<file path="config.mk">
export PLATFORM = sky130hd
export DESIGN_NAME = failover_trigger_control
export DESIGN_NICKNAME = d
export VERILOG_FILES = /design/src/hw/failover_pkg.sv /design/src/hw/failover_trigger_control.sv
export VERILOG_INCLUDE_DIRS = /design/src /design/src/hw
export SDC_FILE = /design/constraint.sdc
export NUM_CORES = 1
export LEC_CHECK = 0
export BUFFER_PORTS_ARGS = -buffer_cell sky130_fd_sc_hd__clkbuf_2
export CORE_ASPECT_RATIO = 2
export CORE_MARGIN = 1
export CORE_UTILIZATION = 61
export DETAILED_ROUTE_END_ITERATION = 8
export PLACE_DENSITY = 0.82
export SLEW_MARGIN = 30
export SYNTH_ARGS = -nofsm -noshare
export SYNTH_HDL_FRONTEND = slang
export SYNTH_SLANG_ARGS = --single-unit
export TNS_END_PERCENT = 30
</file>
<file path="constraint.sdc">
create_clock -name clk -period 2.8 [get_ports clk]
set_input_delay 0.42 -clock clk [delete_from_list [all_inputs] [get_ports clk]]
set_output_delay 0.42 -clock clk [all_outputs]
set_load 0.02 [all_outputs]
</file>
<file path="src/hw/failover_defs.svh">
// Register map, field positions and timing constants of the failover block
`ifndef FAILOVER_DEFS_SVH
`define FAILOVER_DEFS_SVH

`define FO_NUM_INST 4
`define FO_CTL_OFS 4'h0
`define FO_STS_OFS 4'h4
`define FO_TMR_OFS 4'h8
`define FO_INST_SPAN 8'h40
`define FO_IRQ_STS_ADDR 8'h40
`define FO_IRQ_MASK_ADDR 8'h44
`define FO_SWEVT_ADDR 8'h48

`define FO_CTL_SW_BIT 0
`define FO_CTL_PIN_EN_BIT 1
`define FO_CTL_POL_BIT 2
`define FO_CTL_TIM_EN_BIT 3
`define FO_STS_MODE_BIT 0
`define FO_STS_INIT_BIT 1
`define FO_STS_DONE_BIT 2
`define FO_SWEVT_FAILOVER_EVENT_FLAG_BIT 4

`define FO_REG_RESET 32'h0000_0000
`define FO_TICK_NS 1000
`define FO_CLK_NS 8

`define FO_RESP_OKAY 2'h0
`define FO_RESP_SLVERR 2'h2

`endif

</file>
<file path="src/hw/failover_pkg.sv">
// Types shared by the failover block
package failover_pkg;

  typedef enum logic {
    MODE_PRIMARY = 1'b0,
    MODE_SECONDARY = 1'b1
  } fo_mode_e;

  typedef struct packed {
    logic timEn;
    logic pinPol;
    logic pinEn;
  } fo_ctl_s;

  typedef struct packed {
    logic primary;
    logic secondary;
  } fo_port_event_s;

endpackage : failover_pkg

</file>
<file path="src/hw/failover_trigger_control.sv">
// Failover trigger control: four instances behind an AXI4-Lite slave
//
// Functional notes
// - Four independent instances, own registers and pin
// - Software trigger flips toward opposite mode
// - Software trigger bit always reads zero
// - Pin enable: each pin level change fails over
// - Active-high: rising secondary, falling primary
// - Active-low: falling secondary, rising primary
// - Timer enable lets watchdog expiry fail over
// - Status bit 0 shows new mode at once
// - Initiated flag sticky, write one clears
// - Completed flag set after side effects
// - Nothing sensitive: completed right after initiated
// - Writable 32-bit count, minus one per microsecond
// - Count holds at zero, no wrap
// - One-to-zero with timer enable fails over
// - Failover event drives port reconfiguration strobes
// - Global failover bit from unmasked change flags
//
// Decided for this implementation: the AXI4-Lite slave port and the placing of the registers.
`timescale 1ns/10ps
`include "failover_defs.svh"

module failover_trigger_control #(
  parameter int ADDR_W = 8
) (
  input wire logic clk,
  input wire logic nrst,
  input wire logic [ADDR_W-1:0] s_axi_awaddr,
  input wire logic s_axi_awvalid,
  output logic s_axi_awready,
  input wire logic [31:0] s_axi_wdata,
  input wire logic [3:0] s_axi_wstrb,
  input wire logic s_axi_wvalid,
  output logic s_axi_wready,
  output logic [1:0] s_axi_bresp,
  output logic s_axi_bvalid,
  input wire logic s_axi_bready,
  input wire logic [ADDR_W-1:0] s_axi_araddr,
  input wire logic s_axi_arvalid,
  output logic s_axi_arready,
  output logic [31:0] s_axi_rdata,
  output logic [1:0] s_axi_rresp,
  output logic s_axi_rvalid,
  input wire logic s_axi_rready,
  input wire logic [`FO_NUM_INST-1:0] failoverTriggerInput,
  input wire logic [`FO_NUM_INST-1:0] portSensitive,
  input wire logic [`FO_NUM_INST-1:0] sideEffectDone,
  output failover_pkg::fo_port_event_s [`FO_NUM_INST-1:0] portEvent,
  output logic [`FO_NUM_INST-1:0] currentFailoverMode,
  output logic failoverEventFlag,
  output logic irq
);
  import failover_pkg::*;

  localparam int N = `FO_NUM_INST;
  localparam int TICK_CYC = (`FO_TICK_NS + `FO_CLK_NS - 1) / `FO_CLK_NS;
  localparam int TICK_W = $clog2(TICK_CYC);
  localparam logic [TICK_W-1:0] TICK_LAST = TICK_W'(TICK_CYC - 1);

  // ********************************************************
  // Byte-lane merge
  // ********************************************************
  function automatic logic [31:0] mergeStrb(
    input logic [31:0] oldVal,
    input logic [31:0] newVal,
    input logic [3:0] strb
  );
    logic [31:0] res;
    res = oldVal;
    for (int b = 0; b < 4; b++)
    begin
      if (strb[b])
      begin
        res[b*8 +: 8] = newVal[b*8 +: 8];
      end
    end
    return res;
  endfunction : mergeStrb

  // ********************************************************
  // AXI4-Lite write channel
  // ********************************************************
  logic awready_reg;
  logic wready_reg;
  logic bvalid_reg;
  logic [1:0] bresp_reg;
  logic awHeld_reg;
  logic wHeld_reg;
  logic [ADDR_W-1:0] awAddr_reg;
  logic [31:0] wData_reg;
  logic [3:0] wStrb_reg;
  logic doWrite;
  logic wrInstSel;
  logic wrKnown;

  assign doWrite = awHeld_reg && wHeld_reg && !bvalid_reg;
  assign wrInstSel = awAddr_reg < `FO_INST_SPAN;
  assign wrKnown = (wrInstSel && awAddr_reg[3:0] != 4'hC)
    || awAddr_reg == `FO_IRQ_STS_ADDR || awAddr_reg == `FO_IRQ_MASK_ADDR
    || awAddr_reg == `FO_SWEVT_ADDR;

  always_ff @(posedge clk or negedge nrst)
  begin
    if (!nrst)
    begin
      awready_reg <= 1'b0;
      awHeld_reg <= 1'b0;
      awAddr_reg <= '0;
    end
    else if (s_axi_awvalid && awready_reg)
    begin
      awready_reg <= 1'b0;
      awHeld_reg <= 1'b1;
      awAddr_reg <= s_axi_awaddr;
    end
    else
    begin
      if (doWrite)
        awHeld_reg <= 1'b0;
      if (!awHeld_reg && !bvalid_reg)
        awready_reg <= 1'b1;
    end
  end

  always_ff @(posedge clk or negedge nrst)
  begin
    if (!nrst)
    begin
      wready_reg <= 1'b0;
      wHeld_reg <= 1'b0;
      wData_reg <= `FO_REG_RESET;
      wStrb_reg <= '0;
    end
    else if (s_axi_wvalid && wready_reg)
    begin
      wready_reg <= 1'b0;
      wHeld_reg <= 1'b1;
      wData_reg <= s_axi_wdata;
      wStrb_reg <= s_axi_wstrb;
    end
    else
    begin
      if (doWrite)
        wHeld_reg <= 1'b0;
      if (!wHeld_reg && !bvalid_reg)
        wready_reg <= 1'b1;
    end
  end

  always_ff @(posedge clk or negedge nrst)
  begin
    if (!nrst)
    begin
      bvalid_reg <= 1'b0;
      bresp_reg <= `FO_RESP_OKAY;
    end
    else if (doWrite)
    begin
      bvalid_reg <= 1'b1;
      bresp_reg <= wrKnown ? `FO_RESP_OKAY : `FO_RESP_SLVERR;
    end
    else if (s_axi_bready)
    begin
      bvalid_reg <= 1'b0;
    end
  end

  assign s_axi_awready = awready_reg;
  assign s_axi_wready = wready_reg;
  assign s_axi_bvalid = bvalid_reg;
  assign s_axi_bresp = bresp_reg;

  // ********************************************************
  // Microsecond tick
  // ********************************************************
  logic [TICK_W-1:0] prescale_reg;
  logic tick_reg;

  always_ff @(posedge clk or negedge nrst)
  begin
    if (!nrst)
    begin
      prescale_reg <= '0;
      tick_reg <= 1'b0;
    end
    else
    begin
      tick_reg <= prescale_reg == TICK_LAST;
      prescale_reg <= (prescale_reg == TICK_LAST) ? '0 : prescale_reg + 1'b1;
    end
  end

  // ********************************************************
  // Failover instances
  // ********************************************************
  fo_ctl_s ctl_reg [N];
  logic [31:0] tmr_reg [N];
  logic [N-1:0] mode_reg;
  logic [N-1:0] initFlag_reg;
  logic [N-1:0] doneFlag_reg;
  logic [N-1:0] fire;
  logic [N-1:0] completeSet;
  fo_port_event_s [N-1:0] portEvent_reg;

  for (genvar i = 0; i < N; i++)
  begin : g_inst
    logic instSel;
    logic ctlWr;
    logic stsWr;
    logic tmrWr;
    logic swTrig;
    logic pinSync1_reg;
    logic pinSync2_reg;
    logic pinSync3_reg;
    logic pinLevel_reg;
    logic pinPrimed_reg;
    logic pinAgree;
    logic pinEdge;
    logic pinFire;
    logic tmrExpire;
    logic target;
    logic pending_reg;

    assign instSel = doWrite && wrInstSel && awAddr_reg[5:4] == 2'(i);
    assign ctlWr = instSel && awAddr_reg[3:0] == `FO_CTL_OFS;
    assign stsWr = instSel && awAddr_reg[3:0] == `FO_STS_OFS;
    assign tmrWr = instSel && awAddr_reg[3:0] == `FO_TMR_OFS;
    assign swTrig = ctlWr && wStrb_reg[0] && wData_reg[`FO_CTL_SW_BIT];

    always_ff @(posedge clk or negedge nrst)
    begin
      if (!nrst)
        ctl_reg[i] <= '0;
      else if (ctlWr && wStrb_reg[0])
      begin
        ctl_reg[i].pinEn <= wData_reg[`FO_CTL_PIN_EN_BIT];
        ctl_reg[i].pinPol <= wData_reg[`FO_CTL_POL_BIT];
        ctl_reg[i].timEn <= wData_reg[`FO_CTL_TIM_EN_BIT];
      end
    end

    // Second and third stages must agree, third gives the level; first stage feeds only the second
    always_ff @(posedge clk or negedge nrst)
    begin
      if (!nrst)
      begin
        pinSync1_reg <= 1'b0;
        pinSync2_reg <= 1'b0;
        pinSync3_reg <= 1'b0;
      end
      else
      begin
        pinSync1_reg <= failoverTriggerInput[i];
        pinSync2_reg <= pinSync1_reg;
        pinSync3_reg <= pinSync2_reg;
      end
    end

    assign pinAgree = pinSync2_reg == pinSync3_reg;
    // First settled level after reset is only learned, never an edge
    assign pinEdge = pinPrimed_reg && pinAgree && pinSync3_reg != pinLevel_reg;

    always_ff @(posedge clk or negedge nrst)
    begin
      if (!nrst)
      begin
        pinLevel_reg <= 1'b0;
        pinPrimed_reg <= 1'b0;
      end
      else if (pinAgree)
      begin
        pinLevel_reg <= pinSync3_reg;
        pinPrimed_reg <= 1'b1;
      end
    end

    assign pinFire = pinEdge && ctl_reg[i].pinEn;
    // Rising edge goes secondary unless polarity is inverted
    assign target = pinFire ? (pinSync3_reg ^ ctl_reg[i].pinPol) : !mode_reg[i];

    always_ff @(posedge clk or negedge nrst)
    begin
      if (!nrst)
        tmr_reg[i] <= `FO_REG_RESET;
      else if (tmrWr)
        tmr_reg[i] <= mergeStrb(tmr_reg[i], wData_reg, wStrb_reg);
      else if (tick_reg && tmr_reg[i] != '0)
        tmr_reg[i] <= tmr_reg[i] - 32'h0000_0001;
    end

    // Only a counted step from one fires; a written zero does not
    assign tmrExpire = tick_reg && !tmrWr && tmr_reg[i] == 32'h0000_0001
      && ctl_reg[i].timEn;
    assign fire[i] = swTrig || pinFire || tmrExpire;

    always_ff @(posedge clk or negedge nrst)
    begin
      if (!nrst)
        mode_reg[i] <= MODE_PRIMARY;
      else if (fire[i])
        mode_reg[i] <= target;
    end

    always_ff @(posedge clk or negedge nrst)
    begin
      if (!nrst)
        pending_reg <= 1'b0;
      else if (fire[i])
        pending_reg <= 1'b1;
      else if (completeSet[i])
        pending_reg <= 1'b0;
    end

    assign completeSet[i] = pending_reg && !fire[i]
      && (!portSensitive[i] || sideEffectDone[i]);

    // Set beats a same-cycle write-one clear
    always_ff @(posedge clk or negedge nrst)
    begin
      if (!nrst)
      begin
        initFlag_reg[i] <= 1'b0;
        doneFlag_reg[i] <= 1'b0;
      end
      else
      begin
        initFlag_reg[i] <= fire[i] || (initFlag_reg[i]
          && !(stsWr && wStrb_reg[0] && wData_reg[`FO_STS_INIT_BIT]));
        doneFlag_reg[i] <= completeSet[i] || (doneFlag_reg[i]
          && !(stsWr && wStrb_reg[0] && wData_reg[`FO_STS_DONE_BIT]));
      end
    end

    always_ff @(posedge clk or negedge nrst)
    begin
      if (!nrst)
        portEvent_reg[i] <= '0;
      else
      begin
        portEvent_reg[i].primary <= fire[i] && target == MODE_PRIMARY;
        portEvent_reg[i].secondary <= fire[i] && target == MODE_SECONDARY;
      end
    end
  end

  assign portEvent = portEvent_reg;
  assign currentFailoverMode = mode_reg;

  // ********************************************************
  // Interrupt status, mask and global event
  // ********************************************************
  logic [2*N-1:0] irqSts_reg;
  logic [2*N-1:0] irqMask_reg;
  logic irq_reg;
  logic foverEvt_reg;
  logic irqStsWr;
  logic irqMaskWr;
  logic [2*N-1:0] irqClr;

  assign irqStsWr = doWrite && awAddr_reg == `FO_IRQ_STS_ADDR;
  assign irqMaskWr = doWrite && awAddr_reg == `FO_IRQ_MASK_ADDR;
  assign irqClr = irqStsWr && wStrb_reg[0] ? wData_reg[2*N-1:0] : '0;

  always_ff @(posedge clk or negedge nrst)
  begin
    if (!nrst)
      irqSts_reg <= '0;
    else
      irqSts_reg <= {completeSet, fire} | (irqSts_reg & ~irqClr);
  end

  always_ff @(posedge clk or negedge nrst)
  begin
    if (!nrst)
      irqMask_reg <= '0;
    else if (irqMaskWr && wStrb_reg[0])
      irqMask_reg <= wData_reg[2*N-1:0];
  end

  // Level output follows the flags a cycle later
  always_ff @(posedge clk or negedge nrst)
  begin
    if (!nrst)
    begin
      irq_reg <= 1'b0;
      foverEvt_reg <= 1'b0;
    end
    else
    begin
      irq_reg <= |(irqSts_reg & irqMask_reg);
      foverEvt_reg <= |(irqSts_reg & irqMask_reg);
    end
  end

  assign irq = irq_reg;
  assign failoverEventFlag = foverEvt_reg;

  // ********************************************************
  // AXI4-Lite read channel
  // ********************************************************
  logic arready_reg;
  logic rvalid_reg;
  logic [31:0] rdata_reg;
  logic [1:0] rresp_reg;
  logic [31:0] rdMux;
  logic rdErr;
  logic [1:0] rdInst;

  assign rdInst = s_axi_araddr[5:4];

  always_comb
  begin
    rdMux = `FO_REG_RESET;
    rdErr = 1'b0;
    if (s_axi_araddr < `FO_INST_SPAN)
    begin
      case (s_axi_araddr[3:0])
        `FO_CTL_OFS:
        begin
          rdMux[`FO_CTL_SW_BIT] = 1'b0;
          rdMux[`FO_CTL_PIN_EN_BIT] = ctl_reg[rdInst].pinEn;
          rdMux[`FO_CTL_POL_BIT] = ctl_reg[rdInst].pinPol;
          rdMux[`FO_CTL_TIM_EN_BIT] = ctl_reg[rdInst].timEn;
        end
        `FO_STS_OFS:
        begin
          rdMux[`FO_STS_MODE_BIT] = mode_reg[rdInst];
          rdMux[`FO_STS_INIT_BIT] = initFlag_reg[rdInst];
          rdMux[`FO_STS_DONE_BIT] = doneFlag_reg[rdInst];
        end
        `FO_TMR_OFS:
          rdMux = tmr_reg[rdInst];
        default:
          rdErr = 1'b1;
      endcase
    end
    else if (s_axi_araddr == `FO_IRQ_STS_ADDR)
      rdMux[2*N-1:0] = irqSts_reg;
    else if (s_axi_araddr == `FO_IRQ_MASK_ADDR)
      rdMux[2*N-1:0] = irqMask_reg;
    else if (s_axi_araddr == `FO_SWEVT_ADDR)
      rdMux[`FO_SWEVT_FAILOVER_EVENT_FLAG_BIT] = foverEvt_reg;
    else
      rdErr = 1'b1;
  end

  always_ff @(posedge clk or negedge nrst)
  begin
    if (!nrst)
    begin
      arready_reg <= 1'b0;
      rvalid_reg <= 1'b0;
      rdata_reg <= `FO_REG_RESET;
      rresp_reg <= `FO_RESP_OKAY;
    end
    else if (s_axi_arvalid && arready_reg)
    begin
      arready_reg <= 1'b0;
      rvalid_reg <= 1'b1;
      rdata_reg <= rdErr ? `FO_REG_RESET : rdMux;
      rresp_reg <= rdErr ? `FO_RESP_SLVERR : `FO_RESP_OKAY;
    end
    else if (rvalid_reg && s_axi_rready)
    begin
      rvalid_reg <= 1'b0;
    end
    else if (!rvalid_reg)
    begin
      arready_reg <= 1'b1;
    end
  end

  assign s_axi_arready = arready_reg;
  assign s_axi_rvalid = rvalid_reg;
  assign s_axi_rdata = rdata_reg;
  assign s_axi_rresp = rresp_reg;

endmodule : failover_trigger_control

</file>
==> impl_metrics.py, run 1 <==
metrics = {
    "outcome": {
        "status": "completed",
    },
    "critical_path": {
        "crit_path_max_fanout": 6,
        "required_ps": 3260,
        "arrival_ps": 3230,
        "cp-startpoint": "tmr_reg[12]$_DFFE_PN0P_",
        "crit_path_end_kind": "flip-flop",
        "critPathLaunchType": "flip-flop",
        "r2r_setup_slack_ps": 30,
        "path_class": "reg2reg",
        "r2r-start": "tmr_reg[12]$_DFFE_PN0P_",
    },
    "grt": {
        "grt_use_met2_pct": 76.1,
        "grt_pass1_wl_mm": 92.7,
        "grt_pass1_vias": 15600,
        "grt_use_met3_pct": 8.77,
        "grt_max_degree": 73,
        "grtUsageTotal_pct": 45.7,
        "antenna_found_initial": 3,
        "met1_usage_pct": 43.9,
        "grt-ovfl-total": 0,
        "busiest_layer": "met2",
    },
    "pwr": {
        "clkPwrFrac_pct": 26.0,
        "combPwrFrac_pct": 33.8,
        "ir_drop_mv": 0.640,
        "leakage_nw": 8.99,
        "swShare_pct": 40.9,
        "p_sw_mw": 6.50,
        "seqPwrFrac_pct": 40.2,
        "internal-power_mw": 9.41,
        "powerDensity_nw_per_um2": 826,
    },
    "die": {
        "die_h_um": 235,
        "die-area_um2": 27800,
        "core_area_um2": 26500,
        "initial_core_util_pct": 62.3,
        "rows": 84,
        "die_width_um": 118,
        "ios": 126,
    },
    "hold_path": {
        "hp-class": "in2reg",
        "hp-start": "s_axi_rready",
    },
    "cells_and_area": {
        "drive_above_1_share_pct": 23.7,
        "final_nets": 2017,
        "syn_to_final_growth_pct": 16.8,
        "instances_no_fill": 2300,
        "largest_register_ffs": 128,
    },
    "yosys": {
        "synth_ff_type": "dfrtp_1",
        "synthArstFlopShare_pct": 100,
        "synth-edff-count": 0,
        "ys_ff_latch": 294,
        "ys.warnings.count": 0,
        "ys_seq_area_share_pct": 44.6,
        "synth_area_per_cell_um2": 9.46,
        "ys_types": 85,
        "synth_area_um2": 16500,
        "synthCells": 1745,
    },
    "sta": {
        "drv_slew": 0,
        "setup_viol": 0,
        "fmax_mhz": 362,
        "rsz0062_at_grt": "true",
        "tightestPinTransition_ps": 960,
        "setup_ws_ps": 34.0,
        "fin_worst_skew_ps": 12.9,
        "period_minus_slack_ps": 2770,
        "slew_headroom_pct": 35.8,
        "hold_viol": 0,
        "finalCritPeriodShare_pct": 98.8,
    },
    "job": {
        "maxCapViolCount": 0,
    },
    "routing": {
        "routedWlPerCell_um": 27.1,
        "routed_wl_mm": 62.4,
        "final_antenna_net_count": 0,
        "dr.first_iter.drc_count": 1384,
        "num_vias": 15800,
        "via_per_inst": 6.88,
        "route.detailed.drc": 0,
        "first_pass_iters": 6,
    },
    "clock_network": {
        "worstSkewPairLatency_ps": 580,
        "clockRootBuffer": "clkbuf_16",
        "cts_buffers": 27,
        "cts_tree": "yes",
        "cts.sinks": 294,
        "cts.path.max_buffers": 3,
        "cts.reportedPaths.clkPinSlew_ps": 70,
        "htree_levels": 1,
    },
    "placement": {
        "dp_hpwl_mm": 46.2,
        "port_buffers": 123,
        "dp_slack_ps": 43.6,
        "placedCellCount": 2242,
        "routabilityCongestion": 1.03,
    },
}
[cells in the final DEF (no fill, tap or decap), drive strengths merged, types with 11 or more instances in the layout]
cell       n
dfrtp    294
nand2    173
clkbuf   155
a21oi    149
o21ai    145
buf      127
nor2     118
nand3     90
mux2      71
nor3      68
inv       50
mux4      38
nor4      35
nand4     26
or3       26
or4       24
o22ai     21
a22oi     21
and2      19
a2bb2oi   17
nand2b    16
nor2b     15
or2       15
a31oi     15
o211ai    14
ha        14
a21o      13
o21a      12
and3      11
a22o      11
o22a      11
[area by class of cell]
class	count	area (um^2)
diodes	3	7.51
inverters	46	173
multi-input cells	1309	8630
clock inverters	17	241
repair buffers	254	1710
clock buffers	33	728
fillers	1998	7210
flip-flops and latches	294	7360
well taps	344	430
[final timing paths]
path                                                           end  depth (start not counted)
worst min register to register    g_inst[0].pinSync2_reg$_DFF_PN0_                          0
worst max-delay path            currentFailoverMode[3]$_DFFE_PN0P_                          6
max in group asynchronous                prescale_reg[3]$_DFF_PN0_                          3
min in group asynchronous                 tmr_reg[119]$_DFFE_PN0P_                          2
worst min-delay path                      s_axi_rvalid$_DFFE_PN0P_                          2
worst max register to register  currentFailoverMode[3]$_DFFE_PN0P_                          6
[layer usage]
layer / routed length, um / vias to the layer above / share of wire, %
met3: 4560 / 394 / 7.3
met2: 29800 / 929 / 48
met1: 19000 / 7593 / 30
li1: - / 6913 / -
met4: 9000 / 2 / 14
met5: 13 / - / 0.021
[through the flow]
stage	util, %	power (mW)	setup TNS, ps	instance area [um^2]	hold WS, ps
finish	72.8	15.9	0	19300	40.0
global route	72.8	16.4	-92.6	19300	56.6
CTS	72.6	15.6	0	19200	42.4
detailed placement	68.8	11.5	0	18200	337
global placement	68.7	11.4	-89.2	18200	335
floorplan	-	8.87	0	16500	124
[kinds of logic after synthesis]
| kind of cell | after synthesis | synth area share, % |
|---|---|---|
| AO/OA/AOI/OAI | 500 | 19.0 |
| XOR/XNOR | 8 | 0.425 |
| adder cells (fa/ha/maj) | 14 | 1.06 |
| buffers and inverters | 143 | 3.53 |
| flip-flops | 294 | 44.6 |
| multiplexers | 114 | 10.4 |
| other | 1 | 0.0227 |
| AND/OR/NAND/NOR | 671 | 21.0 |
[power by group through the flow]
stage / Sequential [mW] / Combinational [mW] / Clock, mW
3_3_place_gp: 6.31 / 5.06 / 0
2_1_floorplan: 5.55 / 3.32 / 0
3_5_place_dp: 6.34 / 5.13 / 0
5_1_grt: 6.33 / 5.77 / 4.29
4_1_cts: 6.26 / 5.17 / 4.13
6_report: 6.40 / 5.37 / 4.14
[worst max-delay path: stages, from the launching register on]
cell and delay (ps):
dfrtp_1 420, or4_4 590, or4_4 570, nor2_1 300, nand4_1 230, nand3_1 200, mux2_2 340
[what timing repair did]
| action | 4_1_cts | 5_1_grt |
|---|---|---|
| setup buffers | 0 | 0 |
| hold endpoints to repair | 70 | 0 |
| resized for setup | 0 | 8 |
| hold buffers | 5 | 0 |
| setup endpoints to repair | 0 | 21 |
[synth_stat cells (all sizes together) (11+ instances only)]
cell type | count | area [um^2]
a2bb2oi | 17 | 149
mux2 | 71 | 800
or2 | 15 | 93.8
nor4 | 35 | 259
nand4 | 26 | 169
or3 | 26 | 165
o21ai | 145 | 726
nand3 | 90 | 450
a22o | 11 | 96.3
o22ai | 21 | 131
nand2 | 173 | 649
and2 | 19 | 119
buf | 24 | 136
a21oi | 149 | 753
clkbuf | 73 | 274
nor2b | 15 | 93.8
and3 | 11 | 68.8
or4 | 24 | 191
a22oi | 21 | 163
nor3 | 68 | 345
dfrtp | 294 | 7360
mux4 | 38 | 863
ha | 14 | 175
o211ai | 14 | 105
nor2 | 118 | 445
inv | 46 | 173
o22a | 11 | 96.3
o21a | 12 | 90.1
a21o | 13 | 97.6
a31oi | 15 | 93.8
nand2b | 16 | 100
Note: power is estimated with default switching activity, not from simulation.
==> run 2, diff against run 1 <==
--- a/config.mk
+++ b/config.mk
@@ -6,12 +6,13 @@
 export SDC_FILE = /design/constraint.sdc
 export NUM_CORES = 1
 export LEC_CHECK = 0
+export ABC_AREA = 1
 export BUFFER_PORTS_ARGS = -buffer_cell sky130_fd_sc_hd__clkbuf_2
 export CORE_ASPECT_RATIO = 2
 export CORE_MARGIN = 1
-export CORE_UTILIZATION = 61
+export CORE_UTILIZATION = 62
 export DETAILED_ROUTE_END_ITERATION = 8
-export PLACE_DENSITY = 0.82
+export PLACE_DENSITY = 0.83
 export SLEW_MARGIN = 30
 export SYNTH_ARGS = -nofsm -noshare
 export SYNTH_HDL_FRONTEND = slang
==> run 2 against run 1 <==
Against the previous run: maximum frequency up 9.7%; hold slack got worse by 6.9 ps; combinational power increased to 3.5 times the previous value; first-iteration DRC count rose by 76%; area after synthesis up 7.8%; count of clock-buffer cells in the layout is 3 lower; register-to-register slack better by 240 ps; cell area up 2.3%; global-route usage increased by 4.4 points; sequential share of layout area fell by 0.87 points; utilization decreased by 2.8 points; largest cell class unchanged.
==> impl_metrics.py, run 2 <==
metrics = {
    "die": {
        "core_area_um2": 28200,
        "die_h_um": 242,
        "die-area_um2": 29400,
        "initial_core_util_pct": 63.1,
        "rows": 87,
        "ios": 126,
        "die_width_um": 122,
    },
    "sta": {
        "setup_viol": 0,
        "fin_worst_skew_ps": 11.7,
        "period_minus_slack_ps": 2520,
        "drv_slew": 0,
        "tightestPinTransition_ps": 1070,
        "hold_viol": 0,
        "finalCritPeriodShare_pct": 90.1,
        "fmax_mhz": 396,
        "rsz0062_at_grt": "false",
        "fin_setup_tns_ps": 0,
        "holdWs_ps": 33.0,
        "slew_headroom_pct": 28.1,
    },
    "routing": {
        "final_antenna_net_count": 0,
        "routedWlPerCell_um": 22.4,
        "via_per_inst": 6.19,
        "first_pass_iters": 8,
        "routed_wl_mm": 69.8,
        "num_vias": 19300,
        "route.detailed.drc": 0,
        "dr.first_iter.drc_count": 2434,
    },
    "grt": {
        "grt_pass1_wl_mm": 111,
        "met1_usage_pct": 52.4,
        "grt_pass1_vias": 19100,
        "grt_use_met3_pct": 13.3,
        "busiest_layer": "met2",
        "grt_max_degree": 73,
        "antenna_found_initial": 8,
        "grt_use_met2_pct": 77.7,
        "grt-ovfl-total": 0,
        "grtUsageTotal_pct": 50.1,
    },
    "clock_network": {
        "cts_buffers": 27,
        "clockRootBuffer": "clkbuf_16",
        "htree_levels": 1,
        "hold_buffers": 5,
        "cts.reportedPaths.clkPinSlew_ps": 70,
        "cts.sinks": 294,
        "cts_setup_buffers": 0,
        "cts_tree": "yes",
        "worstSkewPairLatency_ps": 580,
        "cts.path.max_buffers": 3,
        "cts-resized-gates": 0,
    },
    "cells_and_area": {
        "finish.utilization_pct": 70.0,
        "syn_to_final_growth_pct": 10.9,
        "final_cell_area_um2": 19700,
        "fillers": 2444,
        "largest_register_ffs": 128,
        "final_common_cell": "nand2_1",
        "drive_above_1_share_pct": 9.04,
        "final_nets": 2821,
        "instances_no_fill": 3116,
        "layout_common_cells": "826 x nand2_1, 330 x nor2_1, 294 x dfrtp_1, 282 x o21ai_0, 250 x inv_1",
    },
    "yosys": {
        "synth.area.top_cells": "dfrtp_1 41%, nand2_1 17%, o21ai_0 8.0%",
        "ys_ff_latch": 294,
        "synthArstFlopShare_pct": 100,
        "synth_ff_type": "dfrtp_1",
        "synth_top_area_share_pct": 41.4,
        "ys.warnings.count": 0,
        "synth-edff-count": 0,
        "synth_area_um2": 17800,
        "synthCells": 2633,
        "synth_area_per_cell_um2": 6.76,
        "ys_seq_area_share_pct": 41.4,
        "ys_types": 47,
        "synth_top_area_cell": "dfrtp_1",
        "synth_commonest_cells": "826 x nand2_1, 330 x nor2_1, 294 x dfrtp_1, 283 x o21ai_0, 250 x inv_1",
        "synth.most_common_cell": "nand2_1",
    },
    "pwr": {
        "ir_drop_mv": 0.876,
        "powerDensity_nw_per_um2": 1530,
        "clkPwrFrac_pct": 13.7,
        "internal-power_mw": 13.5,
        "combPwrFrac_pct": 63.0,
        "leakage_nw": 10.5,
        "p_sw_mw": 16.6,
        "swShare_pct": 55.0,
        "seqPwrFrac_pct": 23.3,
    },
    "placement": {
        "dp_hpwl_mm": 52.0,
        "routabilityCongestion": 1.12,
        "port_buffers": 123,
        "placedCellCount": 3058,
        "place_area_um2": 18700,
    },
    "outcome": {
        "status": "completed",
    },
    "critical_path": {
        "cp_num_buf_inv": 1,
        "cp-startpoint": "wStrb_reg[0]$_DFFE_PN0P_",
        "path_class": "reg2reg",
        "worstPathCellList": "inv_1, nor3_1, nand4_1, o21ai_0, nand2_1",
        "cp_top_family": "simple AND/OR/NAND/NOR gates",
        "arrival_ps": 2980,
        "critPathSlowestCell": "dfrtp_1",
        "crit_path_end_kind": "flip-flop",
        "required_ps": 3260,
        "r2r-start": "wStrb_reg[0]$_DFFE_PN0P_",
        "critPathLaunchType": "flip-flop",
        "slowest_delay_ps": 640,
        "crit_path_max_fanout": 5,
    },
    "job": {
        "maxCapViolCount": 0,
    },
    "hold_path": {
        "hp-start": "s_axi_rready",
        "hp-class": "in2reg",
    },
}
[run 2: cell types whose count changed after synthesis, sizes merged, moves of 50 or more]
| cell | previous run | this run |
|---|---|---|
| nor3 | 68 | 18 |
| mux2 | 71 | 0 |
| inv | 46 | 256 |
| nand3 | 90 | 228 |
| o21ai | 145 | 351 |
| a21oi | 149 | 89 |
| nor2 | 118 | 340 |
| nand2 | 173 | 839 |
[run 2: cell families after synthesis]
| logic type | after synthesis | synth area share (%) |
|---|---|---|
| AO/OA/AOI/OAI | 465 | 13.5 |
| buffers and inverters | 344 | 7.95 |
| XOR/XNOR | 32 | 1.58 |
| other | 1 | 0.0211 |
| adder cells (fa/ha/maj) | 14 | 0.985 |
| AND/OR/NAND/NOR | 1483 | 34.6 |
| flip-flops | 294 | 41.4 |
[run 2: metal layers]
metal	part of all wire (%)	vias up
met5	0.059	-
met4	15	6
met3	7.9	530
met2	46	1228
met1	31	8832
li1	-	8689
[run 2: through the flow]
step,setup slack (ps),total power [mW]
global route,137,32.7
finish,277,30.1
detailed placement,427,25.0
floorplan,1070,19.6
CTS,427,29.2
global placement,512,24.5
[run 2: area by class of cell]
type | count | area, um^2 | area share, %
Antenna cell | 5 | 12.5 | 0.0634
Multi-Input combinational cell | 1996 | 9030 | 45.8
Timing Repair Buffer | 160 | 968 | 4.91
Sequential cell | 294 | 7360 | 37.3
Clock buffer | 30 | 707 | 3.58
Tap cell | 356 | 445 | 2.26
Inverter | 257 | 965 | 4.89
Clock inverter | 18 | 245 | 1.24
[run 2: path summary, 6_finish.rpt]
check,slack [ps],depth (start not counted),endpoint
max in group asynchronous,1580,3,s_axi_rdata[15]$_DFFE_PN0P_
min in group asynchronous,390,2,wData_reg[29]$_DFFE_PN0P_
worst max-delay path,280,5,initFlag_reg[2]$_DFF_PN0_
worst max register to register,280,5,initFlag_reg[2]$_DFF_PN0_
worst min-delay path,30,2,s_axi_rvalid$_DFFE_PN0P_
worst min register to register,350,0,g_inst[2].pinSync2_reg$_DFF_PN0_
[run 2: power by group through the flow]
stage	Clock, mW	Sequential [mW]	Combinational (mW)
6_report	4.11	7.03	19.0
2_1_floorplan	0	6.39	13.2
3_3_place_gp	0	6.90	17.6
4_1_cts	4.10	6.88	18.2
5_1_grt	4.27	7.08	21.3
3_5_place_dp	0	6.95	18.1
